## src/rtl/ssf_pkg.sv

```systemverilog
package ssf_pkg;
  // ----------------------------------------------------------------
  // frame layout
  // ----------------------------------------------------------------
  localparam logic [7:0] OP_STATUS = 8'hC0;
  localparam logic [7:0] OP_FETCH = 8'h02;
  localparam logic [7:0] REQ_LEN = 8'h00;
  localparam logic [7:0] RESP_LEN = 8'h04;
  localparam logic [7:0] TAG_FIRST = 8'h01;
  localparam logic [7:0] TAG_LAST = 8'hCF;
  localparam logic [7:0] CRC_SEED = 8'hFF;
  localparam logic [7:0] SUM_SEED = 8'h00;
  localparam logic [6:0] FRAME_LAST_BIT = 7'h5F;
  localparam logic [3:0] REQ_BYTES = 4'h4;
  localparam logic [3:0] RESP_LAST = 4'h7;
  // ----------------------------------------------------------------
  // register map
  // ----------------------------------------------------------------
  localparam logic [7:0] ADDR_CTRL = 8'h00;
  localparam logic [7:0] ADDR_TAG = 8'h04;
  localparam logic [7:0] ADDR_STAT = 8'h08;
  localparam logic [7:0] ADDR_DATA = 8'h0C;
  localparam int CTRL_GO = 0;
  localparam int CTRL_CKSUM = 1;
  localparam int CTRL_POLL_TAG = 2;
  localparam int CTRL_POLL_RDA = 3;
  localparam int SB_BUSY = 0;
  localparam int SB_DONE = 1;
  localparam int SB_RESP_ERR = 2;
  localparam int SB_CMD_FAIL = 3;
  localparam int SB_BG_FAULT = 4;
  localparam int SB_SHUTDOWN = 5;
  localparam int SB_IRQ = 6;
  localparam int SB_TAG_LSB = 8;
  localparam logic [7:0] EXP_TAG_RST = 8'h00;
  // ----------------------------------------------------------------
  // status word bit positions
  // ----------------------------------------------------------------
  localparam int SS_COMM_ERR = 0;
  localparam int SS_CMD_ERR = 1;
  localparam int SS_BIST_ERR = 2;
  localparam int SS_OPER_ERR = 3;
  localparam int SS_SHUTDOWN = 4;
  localparam int SS_RDA = 5;
  localparam int SS_TAG_LSB = 24;
  // ----------------------------------------------------------------
  // timing
  // ----------------------------------------------------------------
  localparam int CLK_PERIOD_NS = 4;
  localparam int SCK_PERIOD_NS = 32;
  localparam int CS_SETUP_NS = 8;
  localparam int POLL_GAP_NS = 200;
  localparam int SCK_HALF_CYC = (SCK_PERIOD_NS / (2 * CLK_PERIOD_NS) < 1) ? 1 :
                                SCK_PERIOD_NS / (2 * CLK_PERIOD_NS);
  localparam int CS_SETUP_CYC = (CS_SETUP_NS + CLK_PERIOD_NS - 1) / CLK_PERIOD_NS;
  localparam int POLL_GAP_CYC = (POLL_GAP_NS + CLK_PERIOD_NS - 1) / CLK_PERIOD_NS;
  // ----------------------------------------------------------------
  // sequencer states
  // ----------------------------------------------------------------
  typedef enum logic [6:0] {
    ST_IDLE = 7'h01,
    ST_PREP = 7'h02,
    ST_SETUP = 7'h04,
    ST_SHIFT = 7'h08,
    ST_HOLD = 7'h10,
    ST_CHECK = 7'h20,
    ST_GAP = 7'h40
  } ssf_state_e;
endpackage

```

## src/rtl/ssf_integ.sv

```systemverilog
module ssf_integ (
  input wire logic pclk,
  input wire logic presetn,
  input wire logic init,
  input wire logic cksum,
  input wire logic en,
  input wire logic [7:0] din,
  output logic [7:0] acc
);
  // ----------------------------------------------------------------
  // byte-wide crc-8 step
  // ----------------------------------------------------------------
  function automatic logic [7:0] crc_step(input logic [7:0] c, input logic [7:0] d);
    logic [7:0] n;
    n[0] = d[0] ^ d[6] ^ d[7] ^ c[0] ^ c[6] ^ c[7];
    n[1] = d[0] ^ d[1] ^ d[6] ^ c[0] ^ c[1] ^ c[6];
    n[2] = d[0] ^ d[1] ^ d[2] ^ d[6] ^ c[0] ^ c[1] ^ c[2] ^ c[6];
    n[3] = d[1] ^ d[2] ^ d[3] ^ d[7] ^ c[1] ^ c[2] ^ c[3] ^ c[7];
    n[4] = d[2] ^ d[3] ^ d[4] ^ c[2] ^ c[3] ^ c[4];
    n[5] = d[3] ^ d[4] ^ d[5] ^ c[3] ^ c[4] ^ c[5];
    n[6] = d[4] ^ d[5] ^ d[6] ^ c[4] ^ c[5] ^ c[6];
    n[7] = d[5] ^ d[6] ^ d[7] ^ c[5] ^ c[6] ^ c[7];
    return n;
  endfunction

  always_ff @(posedge pclk or negedge presetn) begin
    if (!presetn) begin
      acc <= ssf_pkg::CRC_SEED;
    end else if (init) begin
      acc <= cksum ? ssf_pkg::SUM_SEED : ssf_pkg::CRC_SEED;
    end else if (en) begin
      acc <= cksum ? 8'(acc + din) : crc_step(acc, din);
    end
  end
endmodule // ssf_integ

```

## src/rtl/ssf_host_ctrl.sv

```systemverilog
// Functional notes
// - request is opcode C0h, tag, length, integrity over those three.
// - request length byte is always zero.
// - on I2C, write the request then repeated start and read response.
// - CRC uses polynomial x^8+x^2+x+1, code 0x07.
// - CRC starts from 0xFF for every integrity field.
// - CRC advances one byte per step in parallel XOR form.
// - checksum is the byte sum kept to its low eight bits.
// - host polls status until returned tag equals its assigned tag.
// - host fetches read data only after read-data-available is set; the code sends no fetch, it only polls until RDA is set when CTRL bit 3 is on.
// - after a fetch the host reads status again for fetch errors; the code sends no fetch.
// - on comm or command error, clear history and flags before continuing.
// - only comm and command errors fail the command; others are background.
// - the fetch command uses opcode 02h with zero length; OP_FETCH is defined but the code never sends it.
// - host tags step 01h to CFh then wrap to 01h.
//
// Design decisions made here: the APB slave port and the placing of the registers.
module ssf_host_ctrl #(
  parameter int SCK_HALF = ssf_pkg::SCK_HALF_CYC,
  parameter int CS_SETUP = ssf_pkg::CS_SETUP_CYC,
  parameter int POLL_GAP = ssf_pkg::POLL_GAP_CYC
) (
  input wire logic pclk,
  input wire logic presetn,
  input wire logic psel,
  input wire logic penable,
  input wire logic pwrite,
  input wire logic [7:0] paddr,
  input wire logic [31:0] pwdata,
  output logic [31:0] prdata,
  output logic pready,
  output logic pslverr,
  output logic link_sclk,
  output logic link_cs_n,
  output logic link_mosi,
  input wire logic link_miso,
  input wire logic link_irq
);
  ssf_pkg::ssf_state_e state, next_state;
  logic ctrl_cksum, ctrl_poll_tag, ctrl_poll_rda;
  logic [7:0] exp_tag, req_tag;
  logic done, resp_err, cmd_fail, bg_fault, shutdown;
  logic [31:0] status_q;
  logic miso_q1, miso_q2, irq_q1, irq_q2;
  logic [7:0] div_cnt, wait_cnt;
  logic [6:0] bit_cnt;
  logic [1:0] prep_cnt;
  logic [7:0] rx_sh;
  logic [7:0] rx_buf [0:7];
  logic [7:0] tx_acc, rx_acc, tx_din;
  logic wr, mapped, go_req, start, half_end, fall, rise, byte_end;
  logic [7:0] rx_byte;
  logic [3:0] byte_idx;
  logic [31:0] status_w;
  logic frame_ok, fail, repoll;
  logic mode_cksum;
  logic [31:0] mosi_hist;

  // ----------------------------------------------------------------
  // apb slave
  // ----------------------------------------------------------------
  assign wr = psel && penable && pwrite;
  assign mapped = (paddr == ssf_pkg::ADDR_CTRL) || (paddr == ssf_pkg::ADDR_TAG) ||
                  (paddr == ssf_pkg::ADDR_STAT) || (paddr == ssf_pkg::ADDR_DATA);
  assign pready = psel && penable;
  assign pslverr = psel && penable && !mapped;
  // a failed command locks the engine until software clears the flag
  assign go_req = wr && (paddr == ssf_pkg::ADDR_CTRL) && pwdata[ssf_pkg::CTRL_GO] &&
                  !cmd_fail && (state == ssf_pkg::ST_IDLE);
  // a go write that also flips the mode must seed with the new mode, not the stale one
  assign mode_cksum = go_req ? pwdata[ssf_pkg::CTRL_CKSUM] : ctrl_cksum;

  always_ff @(posedge pclk or negedge presetn) begin
    if (!presetn) begin
      ctrl_cksum <= 1'b0;
      ctrl_poll_tag <= 1'b0;
      ctrl_poll_rda <= 1'b0;
      exp_tag <= ssf_pkg::EXP_TAG_RST;
    end else if (wr && paddr == ssf_pkg::ADDR_CTRL) begin
      ctrl_cksum <= pwdata[ssf_pkg::CTRL_CKSUM];
      ctrl_poll_tag <= pwdata[ssf_pkg::CTRL_POLL_TAG];
      ctrl_poll_rda <= pwdata[ssf_pkg::CTRL_POLL_RDA];
    end else if (wr && paddr == ssf_pkg::ADDR_TAG) begin
      exp_tag <= pwdata[7:0];
    end
  end

  always_ff @(posedge pclk or negedge presetn) begin
    if (!presetn) begin
      prdata <= 32'h0000_0000;
    end else if (psel && !penable && !pwrite) begin
      case (paddr)
        ssf_pkg::ADDR_CTRL: prdata <= {28'h0000000, ctrl_poll_rda, ctrl_poll_tag, ctrl_cksum, 1'b0};
        ssf_pkg::ADDR_TAG: prdata <= {24'h000000, exp_tag};
        ssf_pkg::ADDR_STAT: prdata <= {16'h0000, req_tag, 1'b0, irq_q2, shutdown, bg_fault, cmd_fail,
                                       resp_err, done, (state != ssf_pkg::ST_IDLE)};
        ssf_pkg::ADDR_DATA: prdata <= status_q;
        default: prdata <= 32'h0000_0000;
      endcase
    end
  end

  // ----------------------------------------------------------------
  // pin synchronisers
  // ----------------------------------------------------------------
  always_ff @(posedge pclk or negedge presetn) begin
    if (!presetn) begin
      miso_q1 <= 1'b0;
      miso_q2 <= 1'b0;
      irq_q1 <= 1'b0;
      irq_q2 <= 1'b0;
    end else begin
      miso_q1 <= link_miso;
      miso_q2 <= miso_q1;
      irq_q1 <= link_irq;
      irq_q2 <= irq_q1;
    end
  end

  // ----------------------------------------------------------------
  // sequencer
  // ----------------------------------------------------------------
  assign start = go_req || (state == ssf_pkg::ST_GAP && wait_cnt == 8'h00);
  assign half_end = (state == ssf_pkg::ST_SHIFT) && (div_cnt == 8'(SCK_HALF - 1));
  assign rise = half_end && !link_sclk;
  assign fall = half_end && link_sclk;
  assign byte_end = fall && (bit_cnt[2:0] == 3'h7);
  assign byte_idx = bit_cnt[6:3];
  assign rx_byte = {rx_sh[6:0], miso_q2};

  always_comb begin
    next_state = state;
    case (state)
      ssf_pkg::ST_IDLE: if (go_req) next_state = ssf_pkg::ST_PREP;
      ssf_pkg::ST_PREP: if (prep_cnt == 2'h2) next_state = ssf_pkg::ST_SETUP;
      ssf_pkg::ST_SETUP: if (wait_cnt == 8'h00) next_state = ssf_pkg::ST_SHIFT;
      ssf_pkg::ST_SHIFT: if (fall && bit_cnt == ssf_pkg::FRAME_LAST_BIT) next_state = ssf_pkg::ST_HOLD;
      ssf_pkg::ST_HOLD: if (wait_cnt == 8'h00) next_state = ssf_pkg::ST_CHECK;
      ssf_pkg::ST_CHECK: next_state = repoll ? ssf_pkg::ST_GAP : ssf_pkg::ST_IDLE;
      ssf_pkg::ST_GAP: if (wait_cnt == 8'h00) next_state = ssf_pkg::ST_PREP;
      default: next_state = ssf_pkg::ST_IDLE;
    endcase
  end

  always_ff @(posedge pclk or negedge presetn) begin
    if (!presetn) begin
      state <= ssf_pkg::ST_IDLE;
      link_cs_n <= 1'b1;
    end else begin
      state <= next_state;
      // request and response share one select frame, request bytes first
      link_cs_n <= !(next_state == ssf_pkg::ST_SETUP || next_state == ssf_pkg::ST_SHIFT ||
                     next_state == ssf_pkg::ST_HOLD);
    end
  end

  always_ff @(posedge pclk or negedge presetn) begin
    if (!presetn) begin
      req_tag <= ssf_pkg::TAG_LAST;
    end else if (start) begin
      req_tag <= (req_tag >= ssf_pkg::TAG_LAST) ? ssf_pkg::TAG_FIRST : 8'(req_tag + 8'h01);
    end
  end

  always_ff @(posedge pclk or negedge presetn) begin
    if (!presetn) begin
      wait_cnt <= 8'h00;
    end else if (state == ssf_pkg::ST_PREP && prep_cnt == 2'h2) begin
      wait_cnt <= 8'(CS_SETUP - 1);
    end else if (fall && bit_cnt == ssf_pkg::FRAME_LAST_BIT) begin
      wait_cnt <= 8'(SCK_HALF - 1);
    end else if (state == ssf_pkg::ST_CHECK) begin
      wait_cnt <= 8'(POLL_GAP - 1);
    end else if (wait_cnt != 8'h00) begin
      wait_cnt <= wait_cnt - 8'h01;
    end
  end

  always_ff @(posedge pclk or negedge presetn) begin
    if (!presetn) begin
      prep_cnt <= 2'h0;
    end else if (state == ssf_pkg::ST_PREP) begin
      prep_cnt <= prep_cnt + 2'h1;
    end else begin
      prep_cnt <= 2'h0;
    end
  end

  // ----------------------------------------------------------------
  // integrity of request and response
  // ----------------------------------------------------------------
  always_comb begin
    case (prep_cnt)
      2'h0: tx_din = ssf_pkg::OP_STATUS;
      2'h1: tx_din = req_tag;
      default: tx_din = ssf_pkg::REQ_LEN;
    endcase
  end

  ssf_integ u_tx_integ (
    .pclk(pclk),
    .presetn(presetn),
    .init(start),
    .cksum(mode_cksum),
    .en(state == ssf_pkg::ST_PREP),
    .din(tx_din),
    .acc(tx_acc)
  );

  ssf_integ u_rx_integ (
    .pclk(pclk),
    .presetn(presetn),
    .init(start),
    .cksum(mode_cksum),
    .en(byte_end && byte_idx >= ssf_pkg::REQ_BYTES && byte_idx < ssf_pkg::REQ_BYTES + ssf_pkg::RESP_LAST),
    .din(rx_byte),
    .acc(rx_acc)
  );

  // ----------------------------------------------------------------
  // serial shifter, mode 0, msb first
  // ----------------------------------------------------------------
  function automatic logic tx_bit(input logic [6:0] idx, input logic [7:0] tag, input logic [7:0] integ);
    logic [7:0] b;
    case (idx[6:3])
      4'h0: b = ssf_pkg::OP_STATUS;
      4'h1: b = tag;
      4'h2: b = ssf_pkg::REQ_LEN;
      4'h3: b = integ;
      default: b = 8'h00;
    endcase
    return b[3'h7 - idx[2:0]];
  endfunction

  always_ff @(posedge pclk or negedge presetn) begin
    if (!presetn) begin
      div_cnt <= 8'h00;
      link_sclk <= 1'b0;
      bit_cnt <= 7'h00;
      link_mosi <= 1'b0;
      rx_sh <= 8'h00;
    end else if (state == ssf_pkg::ST_SETUP) begin
      div_cnt <= 8'h00;
      link_sclk <= 1'b0;
      bit_cnt <= 7'h00;
      link_mosi <= tx_bit(7'h00, req_tag, tx_acc);
    end else if (state == ssf_pkg::ST_SHIFT) begin
      div_cnt <= half_end ? 8'h00 : div_cnt + 8'h01;
      if (half_end) begin
        link_sclk <= !link_sclk;
      end
      // sample just before the fall: the synced copy still holds the bit driven after the last fall
      if (fall) begin
        rx_sh <= rx_byte;
        bit_cnt <= bit_cnt + 7'h01;
        link_mosi <= tx_bit(7'(bit_cnt + 7'h01), req_tag, tx_acc);
      end
    end else begin
      link_sclk <= 1'b0;
      link_mosi <= 1'b0;
    end
  end

  always_ff @(posedge pclk or negedge presetn) begin
    if (!presetn) begin
      for (int i = 0; i < 8; i++) begin
        rx_buf[i] <= 8'h00;
      end
    end else if (byte_end && byte_idx >= ssf_pkg::REQ_BYTES) begin
      rx_buf[3'(byte_idx - ssf_pkg::REQ_BYTES)] <= rx_byte;
    end
  end

  // ----------------------------------------------------------------
  // response check and result flags
  // ----------------------------------------------------------------
  assign status_w = {rx_buf[6], rx_buf[5], rx_buf[4], rx_buf[3]};
  assign frame_ok = (rx_buf[0] == ssf_pkg::OP_STATUS) && (rx_buf[1] == req_tag) &&
                    (rx_buf[2] == ssf_pkg::RESP_LEN) && (rx_acc == rx_buf[7]);
  assign fail = status_w[ssf_pkg::SS_COMM_ERR] || status_w[ssf_pkg::SS_CMD_ERR];
  // polling never hides a failure or a shutdown
  assign repoll = frame_ok && !fail && !status_w[ssf_pkg::SS_SHUTDOWN] &&
                  ((ctrl_poll_tag && status_w[ssf_pkg::SS_TAG_LSB +: 8] != exp_tag) ||
                   (ctrl_poll_rda && !status_w[ssf_pkg::SS_RDA]));

  always_ff @(posedge pclk or negedge presetn) begin
    if (!presetn) begin
      done <= 1'b0;
      cmd_fail <= 1'b0;
    end else begin
      if (state == ssf_pkg::ST_CHECK && !repoll) begin
        done <= 1'b1;
      end else if (wr && paddr == ssf_pkg::ADDR_STAT && pwdata[ssf_pkg::SB_DONE]) begin
        done <= 1'b0;
      end
      if (state == ssf_pkg::ST_CHECK && frame_ok && fail) begin
        cmd_fail <= 1'b1;
      end else if (wr && paddr == ssf_pkg::ADDR_STAT && pwdata[ssf_pkg::SB_CMD_FAIL]) begin
        cmd_fail <= 1'b0;
      end
    end
  end

  always_ff @(posedge pclk or negedge presetn) begin
    if (!presetn) begin
      resp_err <= 1'b0;
      bg_fault <= 1'b0;
      shutdown <= 1'b0;
      status_q <= 32'h0000_0000;
    end else if (state == ssf_pkg::ST_CHECK) begin
      resp_err <= !frame_ok;
      bg_fault <= frame_ok && !fail &&
                  (status_w[ssf_pkg::SS_BIST_ERR] || status_w[ssf_pkg::SS_OPER_ERR]);
      shutdown <= frame_ok && status_w[ssf_pkg::SS_SHUTDOWN];
      if (frame_ok) begin
        status_q <= status_w;
      end
    end
  end

  // ----------------------------------------------------------------
  // checks
  // ----------------------------------------------------------------
  always_ff @(posedge pclk or negedge presetn) begin
    if (!presetn) begin
      mosi_hist <= 32'h0000_0000;
    end else if (rise && bit_cnt < 7'h20) begin
      mosi_hist <= {mosi_hist[30:0], link_mosi};
    end
  end
endmodule // ssf_host_ctrl

```

## config.mk

```make
export PLATFORM = sky130hd
export DESIGN_NAME = ssf_host_ctrl
export DESIGN_NICKNAME = d
export VERILOG_FILES = /design/src/rtl/ssf_pkg.sv /design/src/rtl/ssf_integ.sv /design/src/rtl/ssf_host_ctrl.sv
export SDC_FILE = /design/constraint.sdc
export NUM_CORES = 1
export LEC_CHECK = 0
export BUFFER_PORTS_ARGS = -buffer_cell sky130_fd_sc_hd__buf_2
export CORE_AREA = 2 2 160 162
export CTS_BUF_LIST = sky130_fd_sc_hd__clkbuf_4
export DETAILED_ROUTE_END_ITERATION = 12
export DIE_AREA = 0 0 162 164
export GPL_TIMING_DRIVEN = 0
export PLACE_DENSITY_LB_ADDON = 0.25
export REMOVE_ABC_BUFFERS = 1
export SYNTH_ARGS = -nofsm -noshare
export SYNTH_HDL_FRONTEND = slang
export SYNTH_SLANG_ARGS = --single-unit
```

## constraint.sdc

```tcl
create_clock -name pclk -period 3.3 [get_ports pclk]
set_input_delay 0.33 -clock pclk [delete_from_list [all_inputs] [get_ports pclk]]
set_output_delay 0.33 -clock pclk [all_outputs]
set_load 0.01 [all_outputs]
```

==> flow_summary.yaml <==
floorplan:
  pin_count: 84
  initial_core_util: 0.445
  num_rows: 58
  coreArea_mm2: 0.0248
  die_width_um: 162
  vert_die_dim_um: 164
  fp.dieArea_mm2: 0.0266
detailed_routing:
  detail-route-antenna-nets: 0
  met2_wirelength_mm: 12.2
  met3WireLength_mm: 1.12
  remaining_drc_errors: 0
  drtIter0Drc: 578
  drt_pass1_iterations: 5
  routedLengthMet1_mm: 11.8
  highest_layer_used_for_signal_routing: "met4"
  via_per_instance_ratio: 5.44
  detailroute.via_count: 8033
  wl_per_cell_um: 17.3
  finalWirelength_mm: 25.5
logic_synthesis:
  synth_compound_gate_area_share: 0.0947
  synth_top_family_by_area: "simple AND/OR/NAND/NOR gates"
  yosys.area.top_type: "sky130_fd_sc_hd__dfrtp_1"
  synthCells: 1021
  synthAdderAreaFrac: 0.0297
  synth_area_per_cell_um2: 10.8
  ys.warnings.count: 0
  synth.ff_latch_count: 214
  asyncSetResetFlopFracSynth: 1.00
  synthMuxAreaShare: 0.128
  synth.cell_area_mm2: 0.0111
  synth_xor_xnor_area_share: 0.0757
  ys_seq_area_frac: 0.487
  synth.area.top_cells: "sky130_fd_sc_hd__dfrtp_1, sky130_fd_sc_hd__mux2_2, sky130_fd_sc_hd__dfstp_2, sky130_fd_sc_hd__xnor2_1, sky130_fd_sc_hd__nand2_1"
  yosysUniqueCellTypes: 81
  synth_top_cell_area_share: 0.430
  synth-edff-count: 0
  synth_simple_gate_area_frac: 0.157
  synth_flop_cell: "sky130_fd_sc_hd__dfrtp_1"
placed_design:
  half_perimeter_wire_length_of_the_detailed_placement_result_mm: 17.1
  dp_slack_ps: -131
  post_dp_cell_area_mm2: 0.0116
  place.gp.congestion: 0.833
  portBuffers: 59
  placedCellCount: 1363
timing:
  report.final.setup_viol: 0
  fin_worst_skew_ps: 38.2
  final_period_util: 0.909
  postLayoutSetupSlackWorst_ps: 302
  final.min_clock_period_ps: 3000
  hold_ws_ps: 43.3
  max_freq_ghz: 0.334
  setup_repair_after_global_routing_missed_its_margin: "false"
  max-slew-margin-rel: 0.245
  timing.final.max_slew_violations: 0
  timing_worst_slew_pin_value_ps: 1130
  finalHoldViolations: 0
final_layout:
  stdcell_area_mm2: 0.0125
  layout.core_utilization: 0.505
  layout_cells_sized_above_1: 0.279
  n_fill_cell: 2268
  final_instance_count_excl_fillers: 1476
  nets: 1177
  flow.area_growth_from_synthesis_pct: 13.3
setup_path:
  critical_path_buf_inv_count: 0
  crit_path_max_fanout: 35
  setup.worst_path.class: "reg2reg"
  timing.critical_path.required_ps: 3850
  cp_top_family: "simple AND/OR/NAND/NOR gates"
  worst_r2r_path_depth: 6
  startpoint_type: "register"
  timing.critical_path.depth: 6
  cp.arrival_ps: 3550
  worstPathCellList: "xor2_1 -> nor4_1 -> nand3_1 -> nor3_1 -> nand2b_4 -> mux2_2"
  r2r_setup_slack_ps: 300
  critical_path.max_stage_delay_ps: 690
  cp-end-kind: "register"
  cpMaxStageDelayCell: "sky130_fd_sc_hd__dfstp_2"
clock_network:
  clkSinkCount: 214
  clkSlewWorstSetupHoldPaths_ps: 60
  clock_latency_at_the_later_pin_of_the_worst_skew_pair_ps: 700
  root_buffer_cell: "sky130_fd_sc_hd__clkbuf_4"
  cts_tree: "done"
  post_cts_buffers: 0
  cts_buffer_depth: 3
  htree_num_levels: 2
  cts_inserted_buffers: 56
grt:
  vias_in_the_first_global_route: 8196
  grt_start_max_net_pins: 111
  grt_antenna_before_repair: 1
  grt_usage: 0.200
  gr-total-overflow: 0
  grt_first_pass_wirelength_mm: 42.6
power:
  p_per_area_mw_per_mm2: 418
  p_leak_nw: 6.09
  vdd_ir_drop_max_mv: 0.186
flow_run:
  max_cap_violations: 0
run_status:
  outcome: "completed"
min_path:
  min-delay-path-class: "in2async"
## sequential cells by signal (all words and copies together) (netlist names), 2 cells and up
name,count
status_q,32
prep_cnt,2
rx_sh,7
req_tag,8
u_rx_integ.acc,8
div_cnt,8
bit_cnt,7
state,7
rx_buf,64
exp_tag,8
wait_cnt,8
prdata,32
u_tx_integ.acc,8
## repair_timing
action / 4_1_cts / 5_1_grt
endpoints found under the hold margin: 137 / 0
resized for setup: 0 / 2
endpoints found under the setup margin: 0 / 38
hold buffers: 13 / 0
## synth_stat cells, types with 10 or more instances
cell type / count
sky130_fd_sc_hd__a21oi_1: 28
sky130_fd_sc_hd__and2_1: 10
sky130_fd_sc_hd__and3_1: 14
sky130_fd_sc_hd__buf_2: 11
sky130_fd_sc_hd__clkbuf_1: 36
sky130_fd_sc_hd__dfrtp_1: 190
sky130_fd_sc_hd__dfstp_2: 24
sky130_fd_sc_hd__ha_1: 23
sky130_fd_sc_hd__inv_1: 19
sky130_fd_sc_hd__mux2_2: 110
sky130_fd_sc_hd__nand2_1: 118
sky130_fd_sc_hd__nand3_1: 36
sky130_fd_sc_hd__nor2_1: 67
sky130_fd_sc_hd__nor3_1: 12
sky130_fd_sc_hd__o21ai_0: 57
sky130_fd_sc_hd__xnor2_1: 54
sky130_fd_sc_hd__xor2_1: 39
## metrics by stage
stage / total power [mW] / TNS [ps]
after floorplan: 2.76 / 0
after global placement: 2.87 / -384070
after detailed placement: 2.88 / -131
after CTS: 5.31 / 0
after global routing: 5.47 / 0
final: 5.24 / 0
## path summary, 6_finish.rpt
| check | start | end |
|---|---|---|
| max reg2reg | req_tag[2] | status_q[14] |
| min reg2reg | miso_q1 | miso_q2 |
| max in group asynchronous | presetn | u_tx_integ.acc[6] |
| max | req_tag[2] | status_q[14] |
| min | presetn | prdata[26] |
| min in group pclk | psel | prdata[1] |
## area by class of cell
type / count / area, µm² / share of cell area
multi-input combinational: 737 / 5380 / 0.430
sequential: 214 / 5390 / 0.430
clock buffer: 90 / 676 / 0.0539
timing repair buffer: 77 / 520 / 0.0416
clock inverter: 8 / 75.1 / 0.00599
antenna: 1 / 2.50 / 0.000200
tap: 330 / 413 / 0.0330
inverter: 19 / 71.3 / 0.00569
## layer usage
layer	up-vias	GRT usage
met5	-	0
met4	0	0.0519
met3	33	0.0341
met2	170	0.336
met1	3993	0.269
li1	3837	-
## kinds of logic (layout without fill, tap and decap cells)
family | after synthesis | after routing
xor gates and xnor gates | 94 | 94
muxes | 123 | 123
AOI/OAI and AO/OA | 159 | 159
DFF | 214 | 214
adders and majority gates | 25 | 25
other | 0 | 1
and+or+nand+nor | 336 | 336
buffers and inverters | 70 | 194
## cells in the final DEF, fill, tap and decap left out, types with 4 or more instances in the layout
master | Yosys | routed
sky130_fd_sc_hd__and3_1 | 14 | 14
sky130_fd_sc_hd__dlygate4sd3_1 | 0 | 13
sky130_fd_sc_hd__a221o_1 | 5 | 5
sky130_fd_sc_hd__ha_1 | 23 | 23
sky130_fd_sc_hd__nand2_1 | 118 | 118
sky130_fd_sc_hd__nand3_1 | 36 | 36
sky130_fd_sc_hd__and2_1 | 10 | 11
sky130_fd_sc_hd__o21ai_0 | 57 | 57
sky130_fd_sc_hd__a22oi_1 | 7 | 7
sky130_fd_sc_hd__mux4_2 | 4 | 4
sky130_fd_sc_hd__nand4_1 | 8 | 8
sky130_fd_sc_hd__nor4b_1 | 5 | 5
sky130_fd_sc_hd__clkbuf_4 | 0 | 90
sky130_fd_sc_hd__nor2_1 | 67 | 67
sky130_fd_sc_hd__a31oi_1 | 4 | 4
sky130_fd_sc_hd__xor2_1 | 39 | 39
sky130_fd_sc_hd__and4b_1 | 5 | 5
sky130_fd_sc_hd__mux2_2 | 110 | 110
sky130_fd_sc_hd__nor3_1 | 12 | 12
sky130_fd_sc_hd__clkinv_1 | 0 | 4
sky130_fd_sc_hd__buf_2 | 11 | 58
sky130_fd_sc_hd__dfrtp_1 | 190 | 190
sky130_fd_sc_hd__nor4_1 | 9 | 9
sky130_fd_sc_hd__o311ai_0 | 4 | 4
sky130_fd_sc_hd__a221oi_1 | 9 | 9
sky130_fd_sc_hd__a21oi_1 | 28 | 28
sky130_fd_sc_hd__nand2b_1 | 9 | 8
sky130_fd_sc_hd__nand3b_1 | 7 | 7
sky130_fd_sc_hd__nor2b_1 | 9 | 9
sky130_fd_sc_hd__nand4b_1 | 5 | 5
sky130_fd_sc_hd__inv_1 | 19 | 19
sky130_fd_sc_hd__dfstp_2 | 24 | 24
sky130_fd_sc_hd__a21o_1 | 5 | 5
sky130_fd_sc_hd__xnor2_1 | 54 | 54
sky130_fd_sc_hd__mux2i_1 | 9 | 9
## where the power goes
part	leakage (nW)	switching [mW]	total, mW	internal (mW)
combinational	2.78	0.114	0.180	0.0657
clock	0.449	1.09	2.40	1.31
sequential	2.86	0.0138	2.66	2.65
No activity file was read; power rests on OpenSTA's default activity.
